===== src/verilog/dcba_pkg.sv =====
// Constants and types shared by the dual-processor bus arbiter.
// Assumes a single core clock; widths are in bits, WAIT_CYCLES in core clock cycles, clock rates in MHz.
`default_nettype none

package dcba_pkg;
    // -------------------------------------------------------------------
    // Widths
    // -------------------------------------------------------------------
    localparam int unsigned FULL_AW   = 20;
    localparam int unsigned SHORT_AW  = 16;
    localparam int unsigned BANK_W    = 4;
    localparam int unsigned MAIN_DW   = 8;
    localparam int unsigned EXP_DW    = 16;
    localparam int unsigned EXP_DMA_N = 4;
    localparam int unsigned EXP_IRQ_N = 7;

    // -------------------------------------------------------------------
    // Reset values and fixed codes
    // -------------------------------------------------------------------
    localparam logic [BANK_W-1:0]   BANK_RST       = 4'h0;
    localparam logic [SHORT_AW-1:0] HANDOVER_PORT  = 16'h00C0;
    localparam logic [7:0]          SLOW_IO_PAGE   = 8'h00;
    localparam logic [7:0]          SLOW_IO_MASK   = 8'hFF;
    localparam logic                BANK_TGT_CPU8  = 1'b0;
    localparam logic                BANK_TGT_DMA   = 1'b1;

    // -------------------------------------------------------------------
    // Timing
    // -------------------------------------------------------------------
    localparam int unsigned XTAL_MHZ   = 24;
    localparam int unsigned CPU16_MHZ  = 8;
    localparam int unsigned CPU8_MHZ   = 6;
    localparam int unsigned DMA_MHZ    = 4;
    localparam int unsigned WAIT_CYCLES = 8;
    localparam int unsigned DIV_W      = 3;
    // Crystal half-periods per output half-period
    localparam logic [DIV_W-1:0] HALF_CPU16 = DIV_W'(XTAL_MHZ / CPU16_MHZ);
    localparam logic [DIV_W-1:0] HALF_CPU8  = DIV_W'(XTAL_MHZ / CPU8_MHZ);
    localparam logic [DIV_W-1:0] HALF_DMA   = DIV_W'(XTAL_MHZ / DMA_MHZ);

    typedef enum logic [1:0] {
        OWN_CPU16,
        OWN_CPU8,
        OWN_DMA
    } dcba_owner_t;
endpackage : dcba_pkg

`default_nettype wire


===== src/verilog/dcba_arbiter.sv =====
// Main-board bus arbiter, control merge, bank extension and clock logic.
// Assumes all pin inputs are asynchronous; bank loads come from core logic.
`default_nettype none

module dcba_arbiter #(
    parameter int unsigned WAIT_N = dcba_pkg::WAIT_CYCLES
) (
    input  wire logic                               core_clk_in,
    input  wire logic                               sys_rst_in,
    input  wire logic                               xtal_ref_in,
    input  wire logic                               dma_hold_req_in,
    input  wire logic [dcba_pkg::EXP_DMA_N-1:0]     exp_dma_req_in,
    input  wire logic                               int_req_in,
    input  wire logic [dcba_pkg::EXP_IRQ_N-1:0]     exp_irq_in,
    input  wire logic                               cpu16_rd_in,
    input  wire logic                               cpu16_wr_in,
    input  wire logic                               cpu16_io_in,
    input  wire logic [dcba_pkg::FULL_AW-1:0]       cpu16_addr_in,
    input  wire logic                               cpu8_rd_in,
    input  wire logic                               cpu8_wr_in,
    input  wire logic                               cpu8_io_in,
    input  wire logic [dcba_pkg::SHORT_AW-1:0]      cpu8_addr_in,
    input  wire logic                               dma_rd_in,
    input  wire logic                               dma_wr_in,
    input  wire logic                               dma_io_in,
    input  wire logic [dcba_pkg::SHORT_AW-1:0]      dma_addr_in,
    input  wire logic [dcba_pkg::MAIN_DW-1:0]       main_data_in,
    input  wire logic [dcba_pkg::EXP_DW-1:0]        exp_data_in,
    input  wire logic                               bank_load_in,
    input  wire logic                               bank_target_in,
    input  wire logic [dcba_pkg::BANK_W-1:0]        bank_value_in,
    output logic                                    grant_cpu16_out,
    output logic                                    grant_cpu8_out,
    output logic                                    dma_hold_ack_out,
    output logic [dcba_pkg::EXP_DMA_N-1:0]          exp_dma_ack_out,
    output logic                                    offboard_owner_out,
    output logic                                    cpu16_irq_out,
    output logic [dcba_pkg::FULL_AW-1:0]            bus_addr_out,
    output logic                                    bus_rd_out,
    output logic                                    bus_wr_out,
    output logic                                    bus_io_out,
    output logic                                    early_memory_cycle_start_out,
    output logic                                    io_refused_out,
    output logic                                    ready_out,
    output logic [dcba_pkg::MAIN_DW-1:0]            main_data_out,
    output logic [dcba_pkg::EXP_DW-1:0]             exp_data_out,
    output logic                                    clk_cpu16_out,
    output logic                                    clk_cpu8_out,
    output logic                                    clk_dma_out
);
    // -------------------------------------------------------------------
    // Pin synchronisers
    // -------------------------------------------------------------------
    localparam int unsigned SW = 1 + 1 + dcba_pkg::EXP_DMA_N + 1 + dcba_pkg::EXP_IRQ_N + 9
                               + dcba_pkg::FULL_AW + 2 * dcba_pkg::SHORT_AW
                               + dcba_pkg::MAIN_DW + dcba_pkg::EXP_DW;

    logic [SW-1:0] sync1_q;
    logic [SW-1:0] sync2_q;
    wire  [SW-1:0] pin_raw = {xtal_ref_in, dma_hold_req_in, exp_dma_req_in, int_req_in, exp_irq_in,
                              cpu16_rd_in, cpu16_wr_in, cpu16_io_in,
                              cpu8_rd_in, cpu8_wr_in, cpu8_io_in,
                              dma_rd_in, dma_wr_in, dma_io_in,
                              cpu16_addr_in, cpu8_addr_in, dma_addr_in,
                              main_data_in, exp_data_in};

    always_ff @(posedge core_clk_in) begin
        sync1_q <= pin_raw;
        sync2_q <= sync1_q;
    end

    wire                                   x_s;
    wire                                   hold_s;
    wire [dcba_pkg::EXP_DMA_N-1:0]         xreq_s;
    wire                                   irq_s;
    wire [dcba_pkg::EXP_IRQ_N-1:0]         xirq_s;
    wire                                   c16_rd, c16_wr, c16_io;
    wire                                   c8_rd, c8_wr, c8_io;
    wire                                   d_rd, d_wr, d_io;
    wire [dcba_pkg::FULL_AW-1:0]           c16_a;
    wire [dcba_pkg::SHORT_AW-1:0]          c8_a;
    wire [dcba_pkg::SHORT_AW-1:0]          d_a;
    wire [dcba_pkg::MAIN_DW-1:0]           mdat_s;
    wire [dcba_pkg::EXP_DW-1:0]            xdat_s;

    assign {x_s, hold_s, xreq_s, irq_s, xirq_s, c16_rd, c16_wr, c16_io, c8_rd, c8_wr, c8_io,
            d_rd, d_wr, d_io, c16_a, c8_a, d_a, mdat_s, xdat_s} = sync2_q;

    // -------------------------------------------------------------------
    // Derived clocks
    // -------------------------------------------------------------------
    logic x_prev_q;
    wire  x_edge = x_s ^ x_prev_q;
    logic [2:0] clk_q;
    localparam logic [dcba_pkg::DIV_W-1:0] HALF [3] = '{dcba_pkg::HALF_CPU16,
                                                       dcba_pkg::HALF_CPU8,
                                                       dcba_pkg::HALF_DMA};

    always_ff @(posedge core_clk_in) begin
        x_prev_q <= x_s;
    end

    genvar gi;
    generate
        for (gi = 0; gi < 3; gi++) begin : g_div
            logic [dcba_pkg::DIV_W-1:0] cnt_q;
            wire                         wrap = x_edge && (cnt_q == HALF[gi] - 1'b1);
            always_ff @(posedge core_clk_in) begin
                if (sys_rst_in) begin
                    cnt_q      <= '0;
                    clk_q[gi]  <= 1'b0;
                end else if (x_edge) begin
                    cnt_q      <= wrap ? '0 : cnt_q + 1'b1;
                    clk_q[gi]  <= clk_q[gi] ^ wrap;
                end
            end
        end
    endgenerate

    assign clk_cpu16_out = clk_q[0];
    assign clk_cpu8_out  = clk_q[1];
    assign clk_dma_out   = clk_q[2];

    // -------------------------------------------------------------------
    // Bank registers
    // -------------------------------------------------------------------
    logic [dcba_pkg::BANK_W-1:0] bank_cpu8_q;
    logic [dcba_pkg::BANK_W-1:0] bank_dma_q;

    always_ff @(posedge core_clk_in) begin
        if (sys_rst_in) begin
            bank_cpu8_q <= dcba_pkg::BANK_RST;
            bank_dma_q  <= dcba_pkg::BANK_RST;
        end else if (bank_load_in) begin
            if (bank_target_in == dcba_pkg::BANK_TGT_CPU8) begin
                bank_cpu8_q <= bank_value_in;
            end else begin
                bank_dma_q  <= bank_value_in;
            end
        end
    end

    // -------------------------------------------------------------------
    // Ownership
    // -------------------------------------------------------------------
    dcba_pkg::dcba_owner_t owner_q, owner_d, prev_q;
    logic                            off_q;
    logic [dcba_pkg::EXP_DMA_N-1:0]  chan_q;
    logic                            ho_pend_q;

    wire c16_cyc = c16_rd | c16_wr;
    wire c8_cyc  = c8_rd | c8_wr;
    wire d_cyc   = d_rd | d_wr;
    wire any_irq = irq_s | (|xirq_s);
    wire dma_req = hold_s | (|xreq_s);
    // Lowest expansion channel wins
    wire [dcba_pkg::EXP_DMA_N-1:0] xpick = xreq_s & (~xreq_s + 1'b1);
    wire src_live = off_q ? |(xreq_s & chan_q) : hold_s;
    wire own_cyc  = (owner_q == dcba_pkg::OWN_CPU16) ? c16_cyc :
                    (owner_q == dcba_pkg::OWN_CPU8)  ? c8_cyc : d_cyc;
    wire bus_idle = ~own_cyc & ~bus_rd_out & ~bus_wr_out;
    wire c8_io_hit = (owner_q == dcba_pkg::OWN_CPU8) && c8_cyc && c8_io;
    wire ho_hit   = (owner_q == dcba_pkg::OWN_CPU16) && c16_cyc && c16_io
                    && (c16_a[dcba_pkg::SHORT_AW-1:0] == dcba_pkg::HANDOVER_PORT);

    always_comb begin
        owner_d = owner_q;
        case (owner_q)
            dcba_pkg::OWN_CPU16: begin
                if (dma_req && bus_idle) begin
                    owner_d = dcba_pkg::OWN_DMA;
                end else if (ho_pend_q && bus_idle) begin
                    owner_d = dcba_pkg::OWN_CPU8;
                end
            end
            dcba_pkg::OWN_CPU8: begin
                if (c8_io_hit) begin
                    owner_d = dcba_pkg::OWN_CPU16;
                end else if (dma_req && bus_idle) begin
                    owner_d = dcba_pkg::OWN_DMA;
                end else if (any_irq && bus_idle) begin
                    owner_d = dcba_pkg::OWN_CPU16;
                end
            end
            dcba_pkg::OWN_DMA: begin
                if (!src_live && bus_idle) begin
                    owner_d = prev_q;
                end
            end
            default: begin
                owner_d = dcba_pkg::OWN_CPU16;
            end
        endcase
    end

    wire enter_dma = (owner_d == dcba_pkg::OWN_DMA) && (owner_q != dcba_pkg::OWN_DMA);

    always_ff @(posedge core_clk_in) begin
        if (sys_rst_in) begin
            owner_q   <= dcba_pkg::OWN_CPU16;
            prev_q    <= dcba_pkg::OWN_CPU16;
            off_q     <= 1'b0;
            chan_q    <= '0;
            ho_pend_q <= 1'b0;
        end else begin
            owner_q   <= owner_d;
            ho_pend_q <= (owner_d == dcba_pkg::OWN_CPU16) && (ho_hit || ho_pend_q);
            if (enter_dma) begin
                prev_q <= owner_q;
                off_q  <= ~hold_s;
                chan_q <= hold_s ? '0 : xpick;
            end
        end
    end

    wire is_dma = (owner_q == dcba_pkg::OWN_DMA);
    assign grant_cpu16_out    = (owner_q == dcba_pkg::OWN_CPU16);
    assign grant_cpu8_out     = (owner_q == dcba_pkg::OWN_CPU8);
    assign dma_hold_ack_out   = is_dma && !off_q;
    assign exp_dma_ack_out    = is_dma ? chan_q : '0;
    assign offboard_owner_out = is_dma && off_q;
    assign cpu16_irq_out      = any_irq && grant_cpu16_out;

    // -------------------------------------------------------------------
    // Control merge and address
    // -------------------------------------------------------------------
    wire own_rd = grant_cpu16_out ? c16_rd : grant_cpu8_out ? c8_rd : d_rd;
    wire own_wr = grant_cpu16_out ? c16_wr : grant_cpu8_out ? c8_wr : d_wr;
    wire own_io = grant_cpu16_out ? c16_io : grant_cpu8_out ? c8_io : d_io;
    wire io_bar = own_io && (grant_cpu8_out || offboard_owner_out);
    wire pass   = (own_rd | own_wr) && !io_bar;
    wire [dcba_pkg::FULL_AW-1:0] own_a =
        grant_cpu16_out ? c16_a :
        grant_cpu8_out  ? {bank_cpu8_q, c8_a} : {bank_dma_q, d_a};
    wire slow_hit = own_io && ((own_a[15:8] & dcba_pkg::SLOW_IO_MASK) == dcba_pkg::SLOW_IO_PAGE);

    logic                         emcs_q;
    logic                         rd_q;
    logic                         wr_q;
    logic                         io_q;
    logic                         refused_q;
    logic [dcba_pkg::FULL_AW-1:0] addr_q;
    logic [7:0]                   wait_q;

    always_ff @(posedge core_clk_in) begin
        if (sys_rst_in) begin
            emcs_q    <= 1'b0;
            rd_q      <= 1'b0;
            wr_q      <= 1'b0;
            io_q      <= 1'b0;
            refused_q <= 1'b0;
            addr_q    <= '0;
        end else begin
            emcs_q    <= pass && !own_io;
            rd_q      <= own_rd && pass && (own_io || emcs_q);
            wr_q      <= own_wr && pass && (own_io || emcs_q);
            io_q      <= own_io && pass;
            refused_q <= (own_rd | own_wr) && io_bar;
            addr_q    <= own_a;
        end
    end

    assign early_memory_cycle_start_out = emcs_q;
    assign bus_rd_out     = rd_q;
    assign bus_wr_out     = wr_q;
    assign bus_io_out     = io_q;
    assign bus_addr_out   = addr_q;
    assign io_refused_out = refused_q;

    // -------------------------------------------------------------------
    // Wait states
    // -------------------------------------------------------------------
    wire slow_start = pass && slow_hit && !io_q && !grant_cpu8_out;
    always_ff @(posedge core_clk_in) begin
        if (sys_rst_in) begin
            wait_q <= '0;
        end else if (slow_start) begin
            wait_q <= 8'(WAIT_N);
        end else if (wait_q != '0) begin
            wait_q <= wait_q - 1'b1;
        end
    end
    assign ready_out = (wait_q == '0);

    // -------------------------------------------------------------------
    // Data path
    // -------------------------------------------------------------------
    logic [dcba_pkg::MAIN_DW-1:0] mdo_q;
    logic [dcba_pkg::EXP_DW-1:0]  xdo_q;
    always_ff @(posedge core_clk_in) begin
        if (sys_rst_in) begin
            mdo_q <= '0;
            xdo_q <= '0;
        end else begin
            mdo_q <= xdat_s[dcba_pkg::MAIN_DW-1:0];
            xdo_q <= {{(dcba_pkg::EXP_DW - dcba_pkg::MAIN_DW){1'b0}}, mdat_s};
        end
    end
    assign main_data_out = mdo_q;
    assign exp_data_out  = xdo_q;
endmodule : dcba_arbiter

`default_nettype wire


===== config.mk =====
export PLATFORM = sky130hd
export DESIGN_NAME = dcba_arbiter
export DESIGN_NICKNAME = d
export VERILOG_FILES = /design/src/verilog/dcba_pkg.sv /design/src/verilog/dcba_arbiter.sv
export SDC_FILE = /design/constraint.sdc
export NUM_CORES = 1
export LEC_CHECK = 0
export ABC_CLOCK_PERIOD_IN_PS = 4560
export BUFFER_PORTS_ARGS = -buffer_cell sky130_fd_sc_hd__buf_2
export CORE_MARGIN = 5
export CORE_UTILIZATION = 50
export CTS_CLUSTER_DIAMETER = 50
export DETAILED_ROUTE_END_ITERATION = 10
export PLACE_DENSITY = 0.75
export SLEW_MARGIN = 20
export SYNTH_ARGS = -nofsm -noshare
export SYNTH_HDL_FRONTEND = slang
export SYNTH_SLANG_ARGS = --single-unit

===== constraint.sdc =====
create_clock -name core_clk_in -period 4.56 [get_ports core_clk_in]
set_input_delay 0.456 -clock core_clk_in [delete_from_list [all_inputs] [get_ports core_clk_in]]
set_output_delay 0.456 -clock core_clk_in [all_outputs]
set_load 0.01 [all_outputs]

### After elaboration in Yosys (flattened, before gate mapping)

Index checks and enable logic that the tools add are counted.

* muxes and demuxes: 25
* add/sub/neg operators: 5
* div/mod/pow operators: 0
* multiply operators: 0
* $lt $le $gt $ge: 0
* bitwise gates (word level): 20
* reductions and logical operators: 51
* equal/unequal tests: 8
* shift operators: 0

Operators by type and width (count)
* $mux 20: 2
* $logic_and 1x1->1: 30
* $eq 16x8->1 const B: 1
* $logic_not 8->1: 2
* $mux 4: 4
* $mux 2: 6
* $add 3x1->3 const B: 3
* $mux 1: 9
* $mux 3: 3
* $and 4x4->4: 2
* $reduce_bool 8->1: 1
* $reduce_or 4->1: 2
* $sub 8x1->8 const B: 1
* $reduce_or 7->1: 1
* $eq 3x2->1 const B: 2
* $logic_not 1->1: 6
* $or 1x1->1: 6
* $pmux 2 s3: 1
* $not 1->1: 5
* $add 4x1->4 const B: 1
* $eq 2x2->1 const B: 2
* $logic_not 2->1: 2
* $not 4->4: 1
* $reduce_and 2->1: 2
* other kinds (8): 14

* output and inout port bits: 62
* input port bits: 107
* word-level logic and storage cells: 136
* ROM bits: 0
* register bits after elaboration: 286
* latch bits: 0
* RAM bits: 0
* memories: 0

### Logic depth before layout (Yosys ltp)

* depth after elaboration: 13
* gate-level depth with buffers: 8
* gate-level depth less buffers: 7

### Least setup slack after synthesis

Ideal clock, no wire load.

* kind: reg-to-reg
* from: reg owner_q[0]
* to: reg wait_q[3]
* clock period less this slack: 1.882 ns
* buffers on the path: 1
* arrival: 1.813 ns
* slack: 2.678 ns
* required time: 4.491 ns
* setup time: 0.069 ns
* stages on the path, launching flop included: 7
* cell sequence: dfxtp_1 buf_2 mux2_1 mux2i_1 nand4_1 or4_1 o21ai_1

* longest elaborated chain between the ends: 10
* elaborated cells on any way between the ends: 25
* classes of those cells: 2 x eq/ne; 9 x mux; 1 x bitwise; 13 x reduce/logical

Ends and longest elaborated chain
* start, declared: RTL line dcba_arbiter.sv:146 `dcba_pkg::dcba_owner_t owner_q, owner_d, prev_q;`
* start signal, assigned: RTL line dcba_arbiter.sv:200 `owner_q <= dcba_pkg::OWN_CPU16;`
* start signal, assigned: RTL line dcba_arbiter.sv:206 `owner_q <= owner_d;`
* parallel branches: the longest is 8 deep, another holds $mux 20
* $logic_and 1x1->1 *: RTL line dcba_arbiter.sv:273 `wire slow_start = pass && slow_hit && !io_q && !grant_cpu8_out;`
* $mux 4 / $reduce_bool 2->1 (equally long branches)
* end signal, assigned: RTL line dcba_arbiter.sv:278 `wait_q <= 8'(WAIT_N);`
* end signal, assigned: RTL line dcba_arbiter.sv:280 `wait_q <= wait_q - 1'b1;`
* end, declared: RTL line dcba_arbiter.sv:243 `logic [7:0] wait_q;`

Mark *: on every way between the ends.
A chain may end at the register's enable or synchronous reset.

### Worst setup path in the final report

* from: reg owner_q[1]
* to: out offboard_owner_out

* longest elaborated chain between the ends: 2

Ends and longest elaborated chain
* $eq 2x2->1: RTL line dcba_arbiter.sv:216 `wire is_dma = (owner_q == dcba_pkg::OWN_DMA);`
* $logic_and 1x1->1: RTL line dcba_arbiter.sv:221 `assign offboard_owner_out = is_dma && off_q;`
* end, declared: RTL line dcba_arbiter.sv:36 `output logic offboard_owner_out,`

Every way passes these cells.

==> results.tsv <==
stage	metric	value	unit
detailed_routing	DR iter-0 viols	149	
final_layout	fin util	64.2	%
global_routing	gr usage total	15.9	%
detailed_routing	1st-pass router iterations	4	
cts	CTS tree	done	
critical_path	CP Max Fanout	46	
run_status	status	complete, no violations	
run	max-cap violation count	0	
cts	CTS root buf	clkbuf_16	
critical_path	Worst Setup Path Type	flip-flop to output pin	
power_and_ir_drop	Lkg Pwr	3.94	nW
final_layout	most used cells in the layout excluding fill and tap cells	dfxtp_1, buf_2, nor2_1	
final_layout	Final nets	847	
critical_path	R2R Setup Slk	2.02	ns
detailed_routing	DR vias/cell	4.76	
power_and_ir_drop	PwrDens	566	nW/um^2
min_path	worst hold path depth	1	
logic_synthesis	post-synthesis sequential area ratio	72.7	%
floorplanning	die area	16900	sq um
final_layout	post-route cell area	8980	sq um
logic_synthesis	syn avg cell area	12.5	sq um
critical_path	slowest stage cell, crit path	dfxtp_2	
detailed_routing	Post-route DRC	0	
timing	Slew @ Worst Pin	0.959	ns
timing	Rel. slew slack	36.1	%
placement	post-DP HPWL	9.33	mm
placement	Final Wtd Congestion	0.773	
logic_synthesis	FF+latch count, synth	262	
final_layout	fillers	1049	
critical_path	CP cell instances	nor2b_1, and2_1, buf_2	
cts	post-CTS resize count	0	
cts	clock tree sinks	262	
timing	Fin. Hold Viols	0	
floorplanning	Initial Util	51.6	%
critical_path	max incr delay on CP	0.94	ns
critical_path	worst r2r dst	wait_q[5]$_SDFFE_PP0N_	
final_layout	share of layout cells above drive strength 1	27.8	%
power_and_ir_drop	peak supply drop	0.000477	V
min_path	hold_sp	exp_data_in[0]	
detailed_routing	Routed Antenna Nets	0	
cts	clock latency on the worst-skew pair	0.51	ns
logic_synthesis	Post-Syn Instances	575	
floorplanning	Core Box Area	14000	sq um
timing	setup TNS	0	ns
cts	hold buffer count at CTS	0	
final_layout	# diodes	0	
critical_path	Critical path buffers and inverters	1	
global_routing	vias in the first global route	4680	
final_layout	Layout Cells excl Fill	933	
critical_path	CP Capture Type	output pin	
critical_path	RR Startpoint	owner_q[0]$_SDFF_PP0_	
placement	Placed Cells	887	
logic_synthesis	Post-Syn Area	7210	sq um
timing	Hold Slack	0.0355	ns
final_layout	register area	5250	sq um
cts	Num CTS Buffers	25	
critical_path	WP depth	3	
global_routing	global-route wire length before repair	21.6	mm
final_layout	P&R area growth vs syn	24.5	%
cts	Setup Buffers After CTS	0	
global_routing	remaining global-route overflow	0	
floorplanning	Die Ht	130	um
placement	Post-Place Cell Area	8090	sq um
detailed_routing	Routed WL	13.5	mm
final_layout	Multi-input gate area	1810	sq um
floorplanning	Cell Rows	43	
placement	pre-CTS setup slack	2.10	ns
timing	Slew Limit Fails	0	
logic_synthesis	Syn. warnings	0	
critical_path	R2R cell count	5	
timing	highest clock rate	342	MHz
detailed_routing	wire per inst	14.5	um
timing	Tmin final	2.93	ns
cts	H-tree levels	1	
final_layout	most common cell after layout, fill and taps aside	dfxtp_1	
logic_synthesis	Cell variety after synth	46	
floorplanning	Die Wd	130	um
detailed_routing	vias	4438	
critical_path	CP Data Arrival Time	2.47	ns
timing	# setup viols final	0	
cts	Clock transition at path regs	0.07	ns
min_path	Hold Crit Class	input pin to flip-flop	
floorplanning	I/O pins	169	
timing	Setup WS post-layout	1.63	ns
critical_path	crit path launch type	flip-flop	
timing	crit share post-route	64.2	%
global_routing	largest net degree at the start of global routing	75	
placement	# port buffers	152	
timing	RSZ-0062 raised after global routing	false	
min_path	hold path endpoint	sync1_q[0]$_DFF_P_	
cts	clk buf depth	3	
critical_path	cell family with most CP delay	flip-flops	
power_and_ir_drop	total power	5.08	mW
timing	Max Clock Skew	0.0170	ns
global_routing	initial antenna violation count	0	
critical_path	WP data required	4.10	ns
cells in the mapped netlist, drive strengths merged:
cell type	n	share of area, %
nor2b	22	1.9
xnor2	7	0.85
or2	2	0.17
o31ai	1	0.29
a22oi	2	0.21
o21ai	7	0.49
o22ai	1	0.087
and3	1	0.087
o2111a	1	0.16
nor4	14	1.4
and2	9	0.78
nand3	6	0.42
or3b	1	0.12
inv	9	0.47
nand4b	2	0.24
clkbuf	10	0.52
nor3	8	0.56
a31oi	2	0.17
a211oi	3	0.31
nor3b	5	0.52
conb	1	0.052
nor4b	2	0.24
buf	18	1.5
or4	3	0.36
ha	6	1.0
or4b	1	0.19
a311oi	1	0.36
xor2	5	0.61
nand2	19	0.99
a21boi	1	0.10
nand4	3	0.26
and3b	1	0.12
mux2i	32	4.4
nor2	64	3.3
mux2	9	1.4
dfxtp	262	73
nand2b	4	0.35
a21oi	30	2.1
worst reg2reg max path: stages (launching register included):
cell and delay [ns]:
dfxtp_2 0.90, mux2_1 0.41, mux2i_1 0.25, nand4_1 0.26, nor4_4 0.46, nor4_1 0.11
registers in the layout (all words and copies together) (netlist names), 2 cells and up:
name and flops:
sync1_q 91, sync2_q 91, bus_addr_out 20, g_div.cnt_q 9, exp_data_out 8, main_data_out 8, wait_q 8, bank_cpu8_q 4
bank_dma_q 4, chan_q 4, owner_q 2, prev_q 2
kinds of logic after synthesis:
group,Yosys count,share of synthesized area (%)
buffers and inverters,37,2.53
DFF,262,72.7
adders and majority gates,6,1.04
AOI/OAI and AO/OA,49,4.27
xor gates and xnor gates,12,1.46
muxes,41,5.85
and+or+nand+nor,167,12.1
other,1,0.0520
per-layer routing:
| layer | track usage, % | part of all wire [%] | vias to the layer above | wire length, um |
|---|---|---|---|---|
| li1 | - | - | 2208 | - |
| met2 | 27.6 | 48 | 158 | 6540 |
| met1 | 18.5 | 40 | 2032 | 5490 |
| met3 | 5.24 | 8.2 | 40 | 1110 |
| met5 | 0 | 0 | - | 0 |
| met4 | 5.62 | 3.0 | 0 | 404 |
final cells by class:
cell class	instances	area share, %
clock inverter	13	2.13
clock buffer	33	7.86
tap	180	2.51
sequential	262	58.4
timing repair buffer	153	8.55
multi-input combinational	283	20.2
inverter	9	0.376
how the worst max path moves through the flow:
stage	startpoint	endpoint	slack [ns]
3_3_place_gp	owner_q[0]$_SDFF_PP0_	wait_q[3]$_SDFFE_PP0P_	2.15
5_1_grt	owner_q[1]$_SDFF_PP0_	offboard_owner_out	1.44
6_report	owner_q[1]$_SDFF_PP0_	offboard_owner_out	1.63
2_1_floorplan	owner_q[0]$_SDFF_PP0_	wait_q[3]$_SDFFE_PP0P_	2.68
4_1_cts	owner_q[1]$_SDFF_PP0_	offboard_owner_out	1.56
3_5_place_dp	owner_q[0]$_SDFF_PP0_	wait_q[7]$_SDFFE_PP0N_	2.10
power breakdown:
part	switching [mW]	internal, mW	leakage, nW
Sequential	0.0844	2.44	2.20
Combinational	0.214	0.188	1.30
Clock	0.824	1.33	0.448
No activity file was read; power rests on OpenSTA's default activity.
